File: src/hphc_defines.svh
// Constants of the heat pump heating controller: temperatures, times, counts.
// Assumes a 200 MHz clock; all timers step on a one-second tick.
//
// Summary of operation
// - After unit on or power return, compressor waits 3 minutes.
// - Room at set temperature stops compressor; no restart for 4 minutes.
// - 3 minutes after compressor stop, indoor fan off 1 minute, then super low.
// - Outdoor fan off at exchanger 51 C, back on at 49 C.
// - Exchanger at 65 C or more stops compressor; restart after 4 minute wait.
// - Run 5 minutes and exchanger-intake 5 C or less for 2 minutes stops it.
// - Four-way valve energised throughout heating, except during deice and for 10 s after it.
// - Unit switched off in heating keeps valve in heating position 5 minutes.
// - Heating start keeps indoor fan off until exchanger reaches 30 C.
// - Hot start ends when exchanger reaches 41 C.
// - Automatic fan speed picks medium to super low from exchanger temperature.
// - Frost detection enabled 30 minutes after heating start, 60 after deice.
// - Pipe switch closed 50 s with outdoor fan running starts deice.
// - Overload fan-off time of 60 minutes plus 1 minute run starts deice.
// - Any deice ends at most 12 minutes after it began.
// - Deice end delay after pipe switch opens: 0, 60, 120 or 180 s.
// - A deice runs at least 60 seconds.
// - After deice compressor off 30 s, valve in cooling position 10 s.
// - Automatic mode runs super low fan 20 s, then judges and fixes mode.
// - Automatic mode picks heating at once below 16 C intake.
// - The fixed automatic mode never changes afterwards.
// - Auto chosen while cooling keeps cooling at super low for 20 s.
// - Automatic set temperature shifted by +2, 0 or -2 C.
`ifndef HPHC_DEFINES_SVH
`define HPHC_DEFINES_SVH

`define HPHC_CLK_HZ 200000000
`define HPHC_TICK_S 1
`define HPHC_TICK_CYC (`HPHC_CLK_HZ * `HPHC_TICK_S)
`define HPHC_SEC(m) 16'((m) * 60)

`define HPHC_RESTART_MIN 3
`define HPHC_THERMO_MIN 4
`define HPHC_FSTOP_AT_MIN 3
`define HPHC_FSTOP_LEN_MIN 1
`define HPHC_REV_RUN_MIN 5
`define HPHC_REV_HOLD_MIN 2
`define HPHC_VALVE_HOLD_MIN 5
`define HPHC_DET_FIRST_MIN 30
`define HPHC_DET_NEXT_MIN 60
`define HPHC_OVL_ACC_MIN 60
`define HPHC_OVL_RUN_MIN 1
`define HPHC_DEICE_MAX_MIN 12
`define HPHC_TD1_MIN 3
`define HPHC_TD2_MIN 6
`define HPHC_TD3_MIN 9
`define HPHC_TD1_S 16'd60
`define HPHC_TD2_S 16'd120
`define HPHC_TD3_S 16'd180
`define HPHC_PIPE_S 16'd50
`define HPHC_DEICE_MIN_S 16'd60
`define HPHC_POST_COMP_S 16'd30
`define HPHC_POST_VALVE_S 16'd10
`define HPHC_JUDGE_S 16'd20

`define HPHC_OFAN_OFF_T 8'sd51
`define HPHC_OFAN_ON_T 8'sd49
`define HPHC_TRIP_T 8'sd65
`define HPHC_REV_DT 9'sd5
`define HPHC_HOT_FAN_T 8'sd30
`define HPHC_HOT_END_T 8'sd41
`define HPHC_AFAN_ME_T 8'sd40
`define HPHC_AFAN_LO_T 8'sd35
`define HPHC_AUTO_HEAT_NOW_T 8'sd16
`define HPHC_AUTO_COOL_T 8'sd23
`define HPHC_AUTO_DRY_T 8'sd20
`define HPHC_SET_COOL_T 8'sd25
`define HPHC_SET_DRY_T 8'sd22
`define HPHC_SET_HEAT_T 8'sd21
`define HPHC_ADJ_T 8'sd2

`endif

File: src/hphc_pkg.sv
// Types of the heat pump heating controller.
// Assumes temperatures arrive as signed whole degrees Celsius.
package hphc_pkg;
    typedef enum logic [1:0] {mode_cool, mode_dry, mode_heat, mode_auto} hphc_mode_t;
    typedef enum logic [1:0] {
        fan_off, super_low_fan_speed, low_fan_speed, medium_fan_speed
    } hphc_fan_t;
    typedef enum logic [1:0] {adj_standard, adj_higher, adj_lower} hphc_adj_t;
    typedef struct packed {
        logic signed [7:0] hx_temp;
        logic signed [7:0] intake_temp;
        logic outdoor_pipe_thermal_switch;
    } hphc_sense_t;
    typedef struct packed {
        logic compressor_on;
        logic valve_heat;
        logic outdoor_fan_on;
        hphc_fan_t indoor_fan;
        logic deice_active;
        logic keep_cooling;
        hphc_mode_t op_mode;
    } hphc_act_t;
endpackage

File: src/hphc_ctrl.sv
// Heating-side sequencer: compressor, four-way valve, fans, deice, auto mode.
// Assumes sensor inputs synchronous to clock; cooling logic lives elsewhere.
`timescale 1ns/1ps
`include "hphc_defines.svh"

module hphc_ctrl #(
    parameter int TICK_CYC = `HPHC_TICK_CYC
) (
    input wire logic clock,
    input wire logic nrst,
    input wire logic unit_on,
    input hphc_pkg::hphc_mode_t mode_sel,
    input wire logic fan_auto,
    input hphc_pkg::hphc_fan_t fan_manual,
    input hphc_pkg::hphc_adj_t temp_adj,
    input wire logic signed [7:0] set_temp,
    input wire logic cool_running,
    input hphc_pkg::hphc_sense_t sense,
    output hphc_pkg::hphc_act_t act
);

    // **********************************
    // Helpers
    // **********************************
    function automatic logic [15:0] sat_inc(input logic [15:0] v);
        sat_inc = (v == 16'hFFFF) ? v : v + 16'h0001;
    endfunction

    function automatic logic signed [7:0] std_set(input hphc_pkg::hphc_mode_t m);
        case (m)
            hphc_pkg::mode_cool: std_set = `HPHC_SET_COOL_T;
            hphc_pkg::mode_dry: std_set = `HPHC_SET_DRY_T;
            default: std_set = `HPHC_SET_HEAT_T;
        endcase
    endfunction

    function automatic logic [15:0] td_of(input logic [15:0] t);
        if (t <= `HPHC_SEC(`HPHC_TD1_MIN)) begin
            td_of = 16'h0000;
        end else if (t <= `HPHC_SEC(`HPHC_TD2_MIN)) begin
            td_of = `HPHC_TD1_S;
        end else if (t <= `HPHC_SEC(`HPHC_TD3_MIN)) begin
            td_of = `HPHC_TD2_S;
        end else begin
            td_of = `HPHC_TD3_S;
        end
    endfunction

    // **********************************
    // One-second tick
    // **********************************
    logic [27:0] tick_cnt_reg;
    logic tick;

    assign tick = (tick_cnt_reg == 28'(TICK_CYC - 1));

    always_ff @(posedge clock or negedge nrst) begin
        if (!nrst) begin
            tick_cnt_reg <= 28'h000_0000;
        end else if (tick) begin
            tick_cnt_reg <= 28'h000_0000;
        end else begin
            tick_cnt_reg <= tick_cnt_reg + 28'h000_0001;
        end
    end

    // **********************************
    // Automatic mode selection
    // **********************************
    typedef enum logic [1:0] {auto_idle, auto_judge, auto_fixed} hphc_auto_t;
    hphc_auto_t auto_state_reg;
    hphc_pkg::hphc_mode_t fixed_mode_reg;
    logic [15:0] judge_sec_reg;
    logic was_cool_reg;
    logic is_auto;
    hphc_pkg::hphc_mode_t judged;

    assign is_auto = unit_on && (mode_sel == hphc_pkg::mode_auto);

    always_comb begin
        if (sense.intake_temp >= `HPHC_AUTO_COOL_T) begin
            judged = hphc_pkg::mode_cool;
        end else if (sense.intake_temp >= `HPHC_AUTO_DRY_T) begin
            judged = hphc_pkg::mode_dry;
        end else begin
            judged = hphc_pkg::mode_heat;
        end
    end

    always_ff @(posedge clock or negedge nrst) begin
        if (!nrst) begin
            auto_state_reg <= auto_idle;
            fixed_mode_reg <= hphc_pkg::mode_heat;
            judge_sec_reg <= 16'h0000;
            was_cool_reg <= 1'b0;
        end else if (!is_auto) begin
            auto_state_reg <= auto_idle;
        end else begin
            case (auto_state_reg)
                auto_idle: begin
                    auto_state_reg <= auto_judge;
                    judge_sec_reg <= 16'h0000;
                    was_cool_reg <= cool_running;
                end
                auto_judge: begin
                    if (sense.intake_temp < `HPHC_AUTO_HEAT_NOW_T) begin
                        auto_state_reg <= auto_fixed;
                        fixed_mode_reg <= hphc_pkg::mode_heat;
                    end else if (judge_sec_reg >= `HPHC_JUDGE_S) begin
                        auto_state_reg <= auto_fixed;
                        fixed_mode_reg <= judged;
                    end else if (tick) begin
                        judge_sec_reg <= sat_inc(judge_sec_reg);
                    end
                end
                auto_fixed: auto_state_reg <= auto_fixed;
                default: auto_state_reg <= auto_idle;
            endcase
        end
    end

    // **********************************
    // Effective mode and set point
    // **********************************
    logic judging;
    logic heat_act;
    hphc_pkg::hphc_mode_t eff_mode;
    logic signed [7:0] set_eff;
    logic thermo;
    logic signed [8:0] dt;

    assign judging = is_auto && (auto_state_reg != auto_fixed);
    assign eff_mode = is_auto ? fixed_mode_reg : mode_sel;
    assign heat_act = unit_on && !judging && (eff_mode == hphc_pkg::mode_heat);

    always_comb begin
        set_eff = set_temp;
        if (is_auto) begin
            case (temp_adj)
                hphc_pkg::adj_higher: set_eff = std_set(fixed_mode_reg) + `HPHC_ADJ_T;
                hphc_pkg::adj_lower: set_eff = std_set(fixed_mode_reg) - `HPHC_ADJ_T;
                default: set_eff = std_set(fixed_mode_reg);
            endcase
        end
    end

    assign thermo = (sense.intake_temp >= set_eff);
    assign dt = {sense.hx_temp[7], sense.hx_temp} - {sense.intake_temp[7], sense.intake_temp};

    // **********************************
    // Edge detection
    // **********************************
    logic unit_on_d_reg;
    logic heat_d_reg;
    logic on_rise;
    logic heat_rise;

    always_ff @(posedge clock or negedge nrst) begin
        if (!nrst) begin
            unit_on_d_reg <= 1'b0;
            heat_d_reg <= 1'b0;
        end else begin
            unit_on_d_reg <= unit_on;
            heat_d_reg <= heat_act;
        end
    end

    assign on_rise = unit_on && !unit_on_d_reg;
    assign heat_rise = heat_act && !heat_d_reg;

    // **********************************
    // Compressor timers
    // **********************************
    logic comp_reg;
    logic deice_reg;
    logic deice_end;
    logic [15:0] wait_reg;
    logic [15:0] off_sec_reg;
    logic [15:0] run_sec_reg;
    logic [15:0] rev_sec_reg;
    logic rev_trip;
    logic hx_trip;

    assign hx_trip = (sense.hx_temp >= `HPHC_TRIP_T);
    assign rev_trip = (rev_sec_reg >= `HPHC_SEC(`HPHC_REV_HOLD_MIN));

    always_ff @(posedge clock or negedge nrst) begin
        if (!nrst) begin
            off_sec_reg <= 16'h0000;
            run_sec_reg <= 16'h0000;
            rev_sec_reg <= 16'h0000;
        end else begin
            if (comp_reg || on_rise) begin
                off_sec_reg <= 16'h0000;
            end else if (tick) begin
                off_sec_reg <= sat_inc(off_sec_reg);
            end
            if (!comp_reg) begin
                run_sec_reg <= 16'h0000;
            end else if (tick) begin
                run_sec_reg <= sat_inc(run_sec_reg);
            end
            if (!(comp_reg && run_sec_reg >= `HPHC_SEC(`HPHC_REV_RUN_MIN)
                    && dt <= `HPHC_REV_DT)) begin
                rev_sec_reg <= 16'h0000;
            end else if (tick) begin
                rev_sec_reg <= sat_inc(rev_sec_reg);
            end
        end
    end

    // **********************************
    // Compressor control
    // **********************************
    // Power-up counts as power return, so the first start also waits.
    always_ff @(posedge clock or negedge nrst) begin
        if (!nrst) begin
            comp_reg <= 1'b0;
            wait_reg <= `HPHC_SEC(`HPHC_RESTART_MIN);
        end else if (!heat_act) begin
            comp_reg <= 1'b0;
            if (comp_reg || on_rise) begin
                wait_reg <= `HPHC_SEC(`HPHC_RESTART_MIN);
            end
        end else if (on_rise) begin
            wait_reg <= `HPHC_SEC(`HPHC_RESTART_MIN);
        end else if (deice_end) begin
            comp_reg <= 1'b0;
            wait_reg <= `HPHC_POST_COMP_S;
        end else if (deice_reg) begin
            comp_reg <= comp_reg;
        end else if (comp_reg && (thermo || hx_trip || rev_trip)) begin
            comp_reg <= 1'b0;
            wait_reg <= `HPHC_SEC(`HPHC_THERMO_MIN);
        end else if (!comp_reg && !thermo && off_sec_reg >= wait_reg) begin
            comp_reg <= 1'b1;
        end
    end

    // **********************************
    // Outdoor fan overload
    // **********************************
    logic ovl_reg;
    logic ofan_on;

    always_ff @(posedge clock or negedge nrst) begin
        if (!nrst) begin
            ovl_reg <= 1'b0;
        end else if (!heat_act || sense.hx_temp <= `HPHC_OFAN_ON_T) begin
            ovl_reg <= 1'b0;
        end else if (sense.hx_temp >= `HPHC_OFAN_OFF_T) begin
            ovl_reg <= 1'b1;
        end
    end

    assign ofan_on = comp_reg && !ovl_reg && !deice_reg;

    // **********************************
    // Deice triggers
    // **********************************
    logic [15:0] det_sec_reg;
    logic [15:0] det_lim_reg;
    logic [15:0] pipe_sec_reg;
    logic [15:0] ovl_acc_reg;
    logic det_en;
    logic deice_start;
    logic pipe_closed;

    assign pipe_closed = sense.outdoor_pipe_thermal_switch;
    assign det_en = (det_sec_reg >= det_lim_reg);

    always_ff @(posedge clock or negedge nrst) begin
        if (!nrst) begin
            det_sec_reg <= 16'h0000;
            det_lim_reg <= `HPHC_SEC(`HPHC_DET_FIRST_MIN);
            pipe_sec_reg <= 16'h0000;
            ovl_acc_reg <= 16'h0000;
        end else begin
            if (heat_rise) begin
                det_sec_reg <= 16'h0000;
                det_lim_reg <= `HPHC_SEC(`HPHC_DET_FIRST_MIN);
            end else if (deice_end) begin
                det_sec_reg <= 16'h0000;
                det_lim_reg <= `HPHC_SEC(`HPHC_DET_NEXT_MIN);
            end else if (heat_act && !deice_reg && tick) begin
                det_sec_reg <= sat_inc(det_sec_reg);
            end
            // Switch is blind while the outdoor fan stands still
            if (!(det_en && ofan_on && pipe_closed)) begin
                pipe_sec_reg <= 16'h0000;
            end else if (tick) begin
                pipe_sec_reg <= sat_inc(pipe_sec_reg);
            end
            if (deice_start || !heat_act) begin
                ovl_acc_reg <= 16'h0000;
            end else if (ovl_reg && tick) begin
                ovl_acc_reg <= sat_inc(ovl_acc_reg);
            end
        end
    end

    assign deice_start = heat_act && comp_reg && !deice_reg
        && ((pipe_sec_reg >= `HPHC_PIPE_S)
        || (ovl_acc_reg >= `HPHC_SEC(`HPHC_OVL_ACC_MIN)
        && run_sec_reg >= `HPHC_SEC(`HPHC_OVL_RUN_MIN)));

    // **********************************
    // Deice run and end delay
    // **********************************
    logic [15:0] dei_sec_reg;
    logic [15:0] td_reg;
    logic [15:0] td_sec_reg;
    logic open_seen_reg;
    logic [15:0] post_dei_sec_reg;

    assign deice_end = deice_reg && heat_act
        && (dei_sec_reg >= `HPHC_SEC(`HPHC_DEICE_MAX_MIN)
        || (dei_sec_reg >= `HPHC_DEICE_MIN_S
        && open_seen_reg && td_sec_reg >= td_reg));

    always_ff @(posedge clock or negedge nrst) begin
        if (!nrst) begin
            deice_reg <= 1'b0;
            dei_sec_reg <= 16'h0000;
            open_seen_reg <= 1'b0;
            td_reg <= 16'h0000;
            td_sec_reg <= 16'h0000;
        end else if (!heat_act || deice_end) begin
            deice_reg <= 1'b0;
        end else if (deice_start) begin
            deice_reg <= 1'b1;
            dei_sec_reg <= 16'h0000;
            open_seen_reg <= 1'b0;
            td_sec_reg <= 16'h0000;
        end else if (deice_reg) begin
            if (!open_seen_reg && !pipe_closed) begin
                open_seen_reg <= 1'b1;
                td_reg <= td_of(dei_sec_reg);
            end
            if (tick) begin
                dei_sec_reg <= sat_inc(dei_sec_reg);
                if (open_seen_reg) begin
                    td_sec_reg <= sat_inc(td_sec_reg);
                end
            end
        end
    end

    // Starts saturated so power-up shows no post-deice hold
    always_ff @(posedge clock or negedge nrst) begin
        if (!nrst) begin
            post_dei_sec_reg <= 16'hFFFF;
        end else if (deice_end) begin
            post_dei_sec_reg <= 16'h0000;
        end else if (tick) begin
            post_dei_sec_reg <= sat_inc(post_dei_sec_reg);
        end
    end

    // **********************************
    // Four-way valve and hot start
    // **********************************
    logic heated_reg;
    logic [15:0] post_heat_sec_reg;
    logic hot_reg;

    always_ff @(posedge clock or negedge nrst) begin
        if (!nrst) begin
            heated_reg <= 1'b0;
            post_heat_sec_reg <= 16'h0000;
        end else if (heat_act) begin
            heated_reg <= 1'b1;
            post_heat_sec_reg <= 16'h0000;
        end else begin
            if (post_heat_sec_reg >= `HPHC_SEC(`HPHC_VALVE_HOLD_MIN)) begin
                heated_reg <= 1'b0;
            end
            if (tick) begin
                post_heat_sec_reg <= sat_inc(post_heat_sec_reg);
            end
        end
    end

    always_ff @(posedge clock or negedge nrst) begin
        if (!nrst) begin
            hot_reg <= 1'b0;
        end else if (heat_rise || deice_end) begin
            hot_reg <= 1'b1;
        end else if (!heat_act || sense.hx_temp >= `HPHC_HOT_END_T) begin
            hot_reg <= 1'b0;
        end
    end

    // **********************************
    // Indoor fan
    // **********************************
    hphc_pkg::hphc_fan_t auto_fan;
    hphc_pkg::hphc_fan_t fan_next;

    always_comb begin
        if (sense.hx_temp >= `HPHC_AFAN_ME_T) begin
            auto_fan = hphc_pkg::medium_fan_speed;
        end else if (sense.hx_temp >= `HPHC_AFAN_LO_T) begin
            auto_fan = hphc_pkg::low_fan_speed;
        end else begin
            auto_fan = hphc_pkg::super_low_fan_speed;
        end
    end

    always_comb begin
        fan_next = fan_auto ? auto_fan : fan_manual;
        if (!unit_on) begin
            fan_next = hphc_pkg::fan_off;
        end else if (judging) begin
            fan_next = hphc_pkg::super_low_fan_speed;
        end else if (!heat_act) begin
            fan_next = fan_manual;
        end else if (deice_reg) begin
            fan_next = hphc_pkg::fan_off;
        end else if (hot_reg) begin
            fan_next = (sense.hx_temp < `HPHC_HOT_FAN_T) ? hphc_pkg::fan_off
                : hphc_pkg::super_low_fan_speed;
        end else if (!comp_reg && off_sec_reg >= `HPHC_SEC(`HPHC_FSTOP_AT_MIN)) begin
            fan_next = (off_sec_reg < `HPHC_SEC(`HPHC_FSTOP_AT_MIN + `HPHC_FSTOP_LEN_MIN))
                ? hphc_pkg::fan_off : hphc_pkg::super_low_fan_speed;
        end
    end

    // **********************************
    // Output register
    // **********************************
    always_ff @(posedge clock or negedge nrst) begin
        if (!nrst) begin
            act <= '0;
        end else begin
            act.compressor_on <= comp_reg;
            act.valve_heat <= heated_reg && !deice_reg
                && (post_dei_sec_reg >= `HPHC_POST_VALVE_S);
            act.outdoor_fan_on <= ofan_on;
            act.indoor_fan <= fan_next;
            act.deice_active <= deice_reg;
            act.keep_cooling <= judging && was_cool_reg;
            act.op_mode <= eff_mode;
        end
    end

endmodule

File: config.mk
export PLATFORM = sky130hd
export DESIGN_NAME = hphc_ctrl
export DESIGN_NICKNAME = d
export VERILOG_FILES = /design/src/hphc_pkg.sv /design/src/hphc_ctrl.sv
export VERILOG_INCLUDE_DIRS = /design/src /design/src/src
export SDC_FILE = /design/constraint.sdc
export NUM_CORES = 1
export LEC_CHECK = 0
export BUFFER_PORTS_ARGS = -buffer_cell sky130_fd_sc_hd__buf_2
export CAP_MARGIN = 10
export CORE_ASPECT_RATIO = 1.5
export CORE_MARGIN = 2
export CORE_UTILIZATION = 60
export CTS_CLUSTER_SIZE = 20
export DETAILED_ROUTE_END_ITERATION = 10
export PLACE_DENSITY_LB_ADDON = 0.08
export REMOVE_ABC_BUFFERS = 1
export SLEW_MARGIN = 10
export SYNTH_ARGS = -nofsm -noshare
export SYNTH_HDL_FRONTEND = slang
export SYNTH_SLANG_ARGS = --single-unit
File: constraint.sdc
create_clock -name clock -period 3.3 [get_ports clock]
set_input_delay 0.33 -clock clock [delete_from_list [all_inputs] [get_ports clock]]
set_output_delay 0.33 -clock clock [all_outputs]
set_load 0.03 [all_outputs]
# == Word-level counts from Yosys, hierarchy flattened ==
# Cells that the tools add are included.
# totals
ff_bits,274
inputBits,36
out_inout_bits,9
elab_cells,305
# op_classes
add_sub_neg,15
n_lt_le_gt_ge,30
eq_ne,43
mux,95
n_bitwise,2
n_reduce_logical,87
# op_table
cell,n
16-bit 2-to-1 mux,46
16-bit by 1-bit adder with 16-bit output (second input constant),11
16-bit equality test (second input constant),11
8-bit 2-to-1 mux,8
16-bit >= comparator,3
16-bit by 6-bit >= comparator with 1-bit output (second input constant),3
2-bit inequality test (second input constant),18
2-bit 2-to-1 mux,17
16-bit by 9-bit >= comparator with 1-bit output (second input constant),2
8-bit by 7-bit >= comparator with 1-bit output (second input constant),4
16-bit case mux with 2 select lines,1
2-bit nonzero test,16
1-bit logical AND,31
28-bit by 1-bit adder with 28-bit output (second input constant),1
28-bit equality test (second input constant),1
28-bit 2-to-1 mux,1
1-bit 2-to-1 mux,19
2-bit AND reduction,9
16-bit by 10-bit >= comparator with 1-bit output (second input constant),1
16-bit by 12-bit >= comparator with 1-bit output (second input constant),1
16-bit by 4-bit >= comparator with 1-bit output (second input constant),1
16-bit by 5-bit >= comparator with 1-bit output (second input constant),1
16-bit by 7-bit >= comparator with 1-bit output (second input constant),1
16-bit by 8-bit >= comparator with 1-bit output (second input constant),1
other kinds (32),64

# == Depth between registers and ports, before layout ==
# logic_depth
word_depth,17
depth_mapped,14
depth_no_buf,14

# == Least setup slack after synthesis ==
# No wires, ideal clock.
# synth_timing
path_kind,reg2reg
start,register tick_cnt_reg[12]
end,register off_sec_reg[11]
setup_time_ps,78
arrival_time_ps,2868
required_ps,3222
path_slack_ps,355
path_stages_with_launch,8
n_path_buf,1
synth_period_minus_slack_ps,2945
path_cell_list,dfrtp_1 or4_1 or4_4 or3_4 or4_1 buf_2 or3_1 a21oi_1
# synth_via
elab_chain_len,3
# synth_lines
element,line,source
from (decl),hphc_ctrl.sv:52,logic [27:0] tick_cnt_reg;
from (signal assigned),hphc_ctrl.sv:63,tick_cnt_reg <= tick_cnt_reg + 28'h000_0001;
28-bit equality test,hphc_ctrl.sv:55,assign tick = (tick_cnt_reg == 28'(TICK_CYC - 1));
2-bit nonzero test (no source line),n/a,
2-bit AND reduction (no source line),n/a,
to (signal assigned),hphc_ctrl.sv:196,off_sec_reg <= sat_inc(off_sec_reg);
to (decl),hphc_ctrl.sv:178,logic [15:0] off_sec_reg;
# No other way between the ends.
# A chain may end at the register's enable or synchronous reset.

# == Worst setup path in the final report ==
# layout_timing
start,register tick_cnt_reg[20]
end,register td_sec_reg[3]
# layout_via
elab_chain_len,3
# layout_lines
element,line,source
28-bit equality test,hphc_ctrl.sv:55,
2-bit nonzero test (no source line),n/a,
5-bit AND reduction (no source line),n/a,
to (signal assigned),hphc_ctrl.sv:343,td_sec_reg <= sat_inc(td_sec_reg);
to (decl),hphc_ctrl.sv:312,logic [15:0] td_sec_reg;
# No other way between the ends.

==> out/qor.yml <==
worst_setup_path:
  critPathKind: "register to register"
  cpLargestDelayFamily: "simple AND/OR/NAND/NOR gates"
  startpoint: "tick_cnt_reg[20]"
  cp_data_arrival_time_ps: 3540
  crit_path_max_fanout: 9
  critPathCaptureType: "register"
  start_kind: "register"
  crit_chain: "or4b_4, or4_4, or3_4, a2111o_1, buf_12, nor3b_1, xnor2_1, nor2_1"
  r2r_start: "tick_cnt_reg[20]"
  worst-path-buf-inv: 1
  cp.required_ps: 3670
  slowest_stage: "or4b_4"
  slowest_delay_ps: 550
worst_hold_path:
  hp-class: "input pin to register"
  min_from: "unit_on"
sta:
  grt_setup_unrepaired: "no"
  setup_viol: 0
  worst_clock_skew_ps: 22.38
  post-route-min-period_ps: 3171
  fin_ws_ps: 129.1
  relSlewSlack_pct: 48.78
  fmax_mhz: 315.4
  tightest_slew_ps: 767.5
  holdWs_ps: 41.67
  finalHoldViolCount: 0
  finalCritPeriodShare_pct: 96.09
  maxSlewViolCount: 0
global_routing:
  globalRouteOverflowTotal: 0
  grt_pass1_vias: 10452
  antenna_found_initial: 0
  grt_pass1_wl_um: 50050
  track_usage_pct: 25.59
  grt_max_degree: 78
synthesis:
  synth_area_per_cell_um2: 9.081
  syn_area_um2: 13150
  synth_xor_area_share_pct: 10.19
  ys_seq_area_share_pct: 45.29
  synth-compound-area-share_pct: 8.469
  ys_types: 73
  yosysWarnings: 0
  syn_inst: 1448
  synth_top_area_share_pct: 41.30
  synthMuxAreaShare_pct: 0.4092
  yosys_most_used_dff: "dfrtp_1"
  synth_area_leaders: "dfrtp_1 41%, nor2_1 6.4%, xnor2_1 6.4%"
  ys_ff_latch: 237
  synth_edf_count: 0
  async_flop_share_pct: 100.0
  synth_top_cell_by_area: "dfrtp_1"
  synthAdderAreaFrac_pct: 5.862
  synth_top_family_by_area: "simple AND/OR/NAND/NOR gates"
  synth-simple-area-share_pct: 26.44
place:
  dp_cells: 1751
  dp_slack_ps: 126.5
  io_buffer_count: 44
  hpwlAfterDp_um: 20570
  place_congestion: 0.9296
clock_tree:
  cts_tree: "done"
  holdBufCountCts: 1
  numCtsBuffers: 24
  h-tree-depth: 1
  cts_root_buf: "clkbuf_16"
  post-cts-setup-buffers: 0
  cts_buffer_depth: 3
  clk_transition_reported_paths_ps: 70
  clock-sinks: 237
  insertion_delay_ps: 520
  postCtsResizedCells: 0
routing:
  drt_pass1_iterations: 7
  post_drt_wl_per_cell_um: 16.07
  drt_iter0_drc: 516
  antenna_left: 0
  dr_total_vias: 10442
  drt-vias-per-instance: 5.814
  drc_errors: 0
  postRouteWirelength_um: 28860
finish:
  largest_reg_flops: 28
  nets: 1603
  final_core_util_pct: 67.97
  drive_above_1_share_pct: 9.974
  stdcell_count: 1796
  area_delta_synth_final_pct: 11.85
  num_antenna_cells: 0
pwr:
  irDropWorstVdd_mv: 0.4555
  power_mw: 6.222
  power_density_nw_per_um2: 423.1
  p_leak_nw: 6.534
floorplan:
  die_area_um2: 23140
  chipWidth_um: 124.9
  start_util_pct: 60.77
  io_pins: 45
  core_area_um2: 21640
  rows: 66
  die_h_um: 185.3
status:
  status: "finished, final reports clean"
run:
  max_cap_viol_count: 0
-- cells by family (layout without fill, tap and decap cells) --
kind of cell / Yosys count / count (layout)
and+or+nand+nor: 700 / 700
DFF: 237 / 237
AOI/OAI and AO/OA: 177 / 177
xor gates and xnor gates: 153 / 153
buffers and inverters: 115 / 191
adders and majority gates: 61 / 61
muxes: 5 / 5
-- final cells by class --
| cell class | instances | area [um^2] |
|---|---|---|
| inverter | 75 | 281.5 |
| sequential | 237 | 5956 |
| timing repair buffer | 72 | 480.5 |
| multi-input combinational | 1096 | 6779 |
| clock buffer | 36 | 726.9 |
| tap | 272 | 340.3 |
| fill | 1797 | 6929 |
| clock inverter | 8 | 142.6 |
-- placed cells by master, fill, tap and decap left out, drive strengths merged, types with 7 or more instances in the layout --
master and count:
xnor2 96, or4 11, nand4 46, nor3 56, or3 22, a21oi 52
nand2 121, nand2b 9, nor2b 25, buf 71, clkbuf 36, nor4 33
inv 75, dfrtp 217, xor2 57, and4 10, a31oi 7, and3 30
ha 60, nand3 65, nor2 224, and2 23, o21ai 51, dfstp 20
-- per-layer routing --
| metal | part of all wire [%] | track usage [%] |
|---|---|---|
| met2 | 52 | 47.96 |
| met4 | 2.9 | 8.533 |
| met3 | 2.6 | 2.831 |
| met5 | 0 | 0 |
| met1 | 42 | 30.65 |
-- final timing paths --
kind	slack, ps	cells past startpoint	end
max in group asynchronous	2050	3	fixed_mode_reg[1]
worst max-delay path	130	8	td_sec_reg[3]
worst min register to register	470	1	det_lim_reg[8]
min in group asynchronous	380	2	det_sec_reg[0]
worst max register to register	130	8	td_sec_reg[3]
worst min-delay path	40	1	unit_on_d_reg
-- synth_stat cells, types with 21 or more instances --
cell	number
a21oi_1	52
and2_1	23
and3_1	29
clkbuf_1	31
dfrtp_1	217
ha_1	60
inv_1	75
nand2_1	121
nand3_1	65
nand4_1	46
nor2_1	224
nor2b_1	25
nor3_1	55
nor4_1	32
o21ai_0	50
or3_1	21
xnor2_1	96
xor2_1	57
-- metrics by stage --
stage          instance area, um^2  setup TNS (ps)
3_5_place_dp                 13830               0
4_1_cts                      14710               0
2_1_floorplan                12990          -41460
6_report                     14710               0
5_1_grt                      14710               0
3_3_place_gp                 13830               0
-- report_power, final --
group	leakage [nW]	total, mW	internal, mW	switching [mW]
sequential	3.19	2.94	2.93	0.0122
combinational	2.92	0.319	0.108	0.211
clock	0.426	2.96	1.83	1.13
Power figures use the tool's default switching activity.
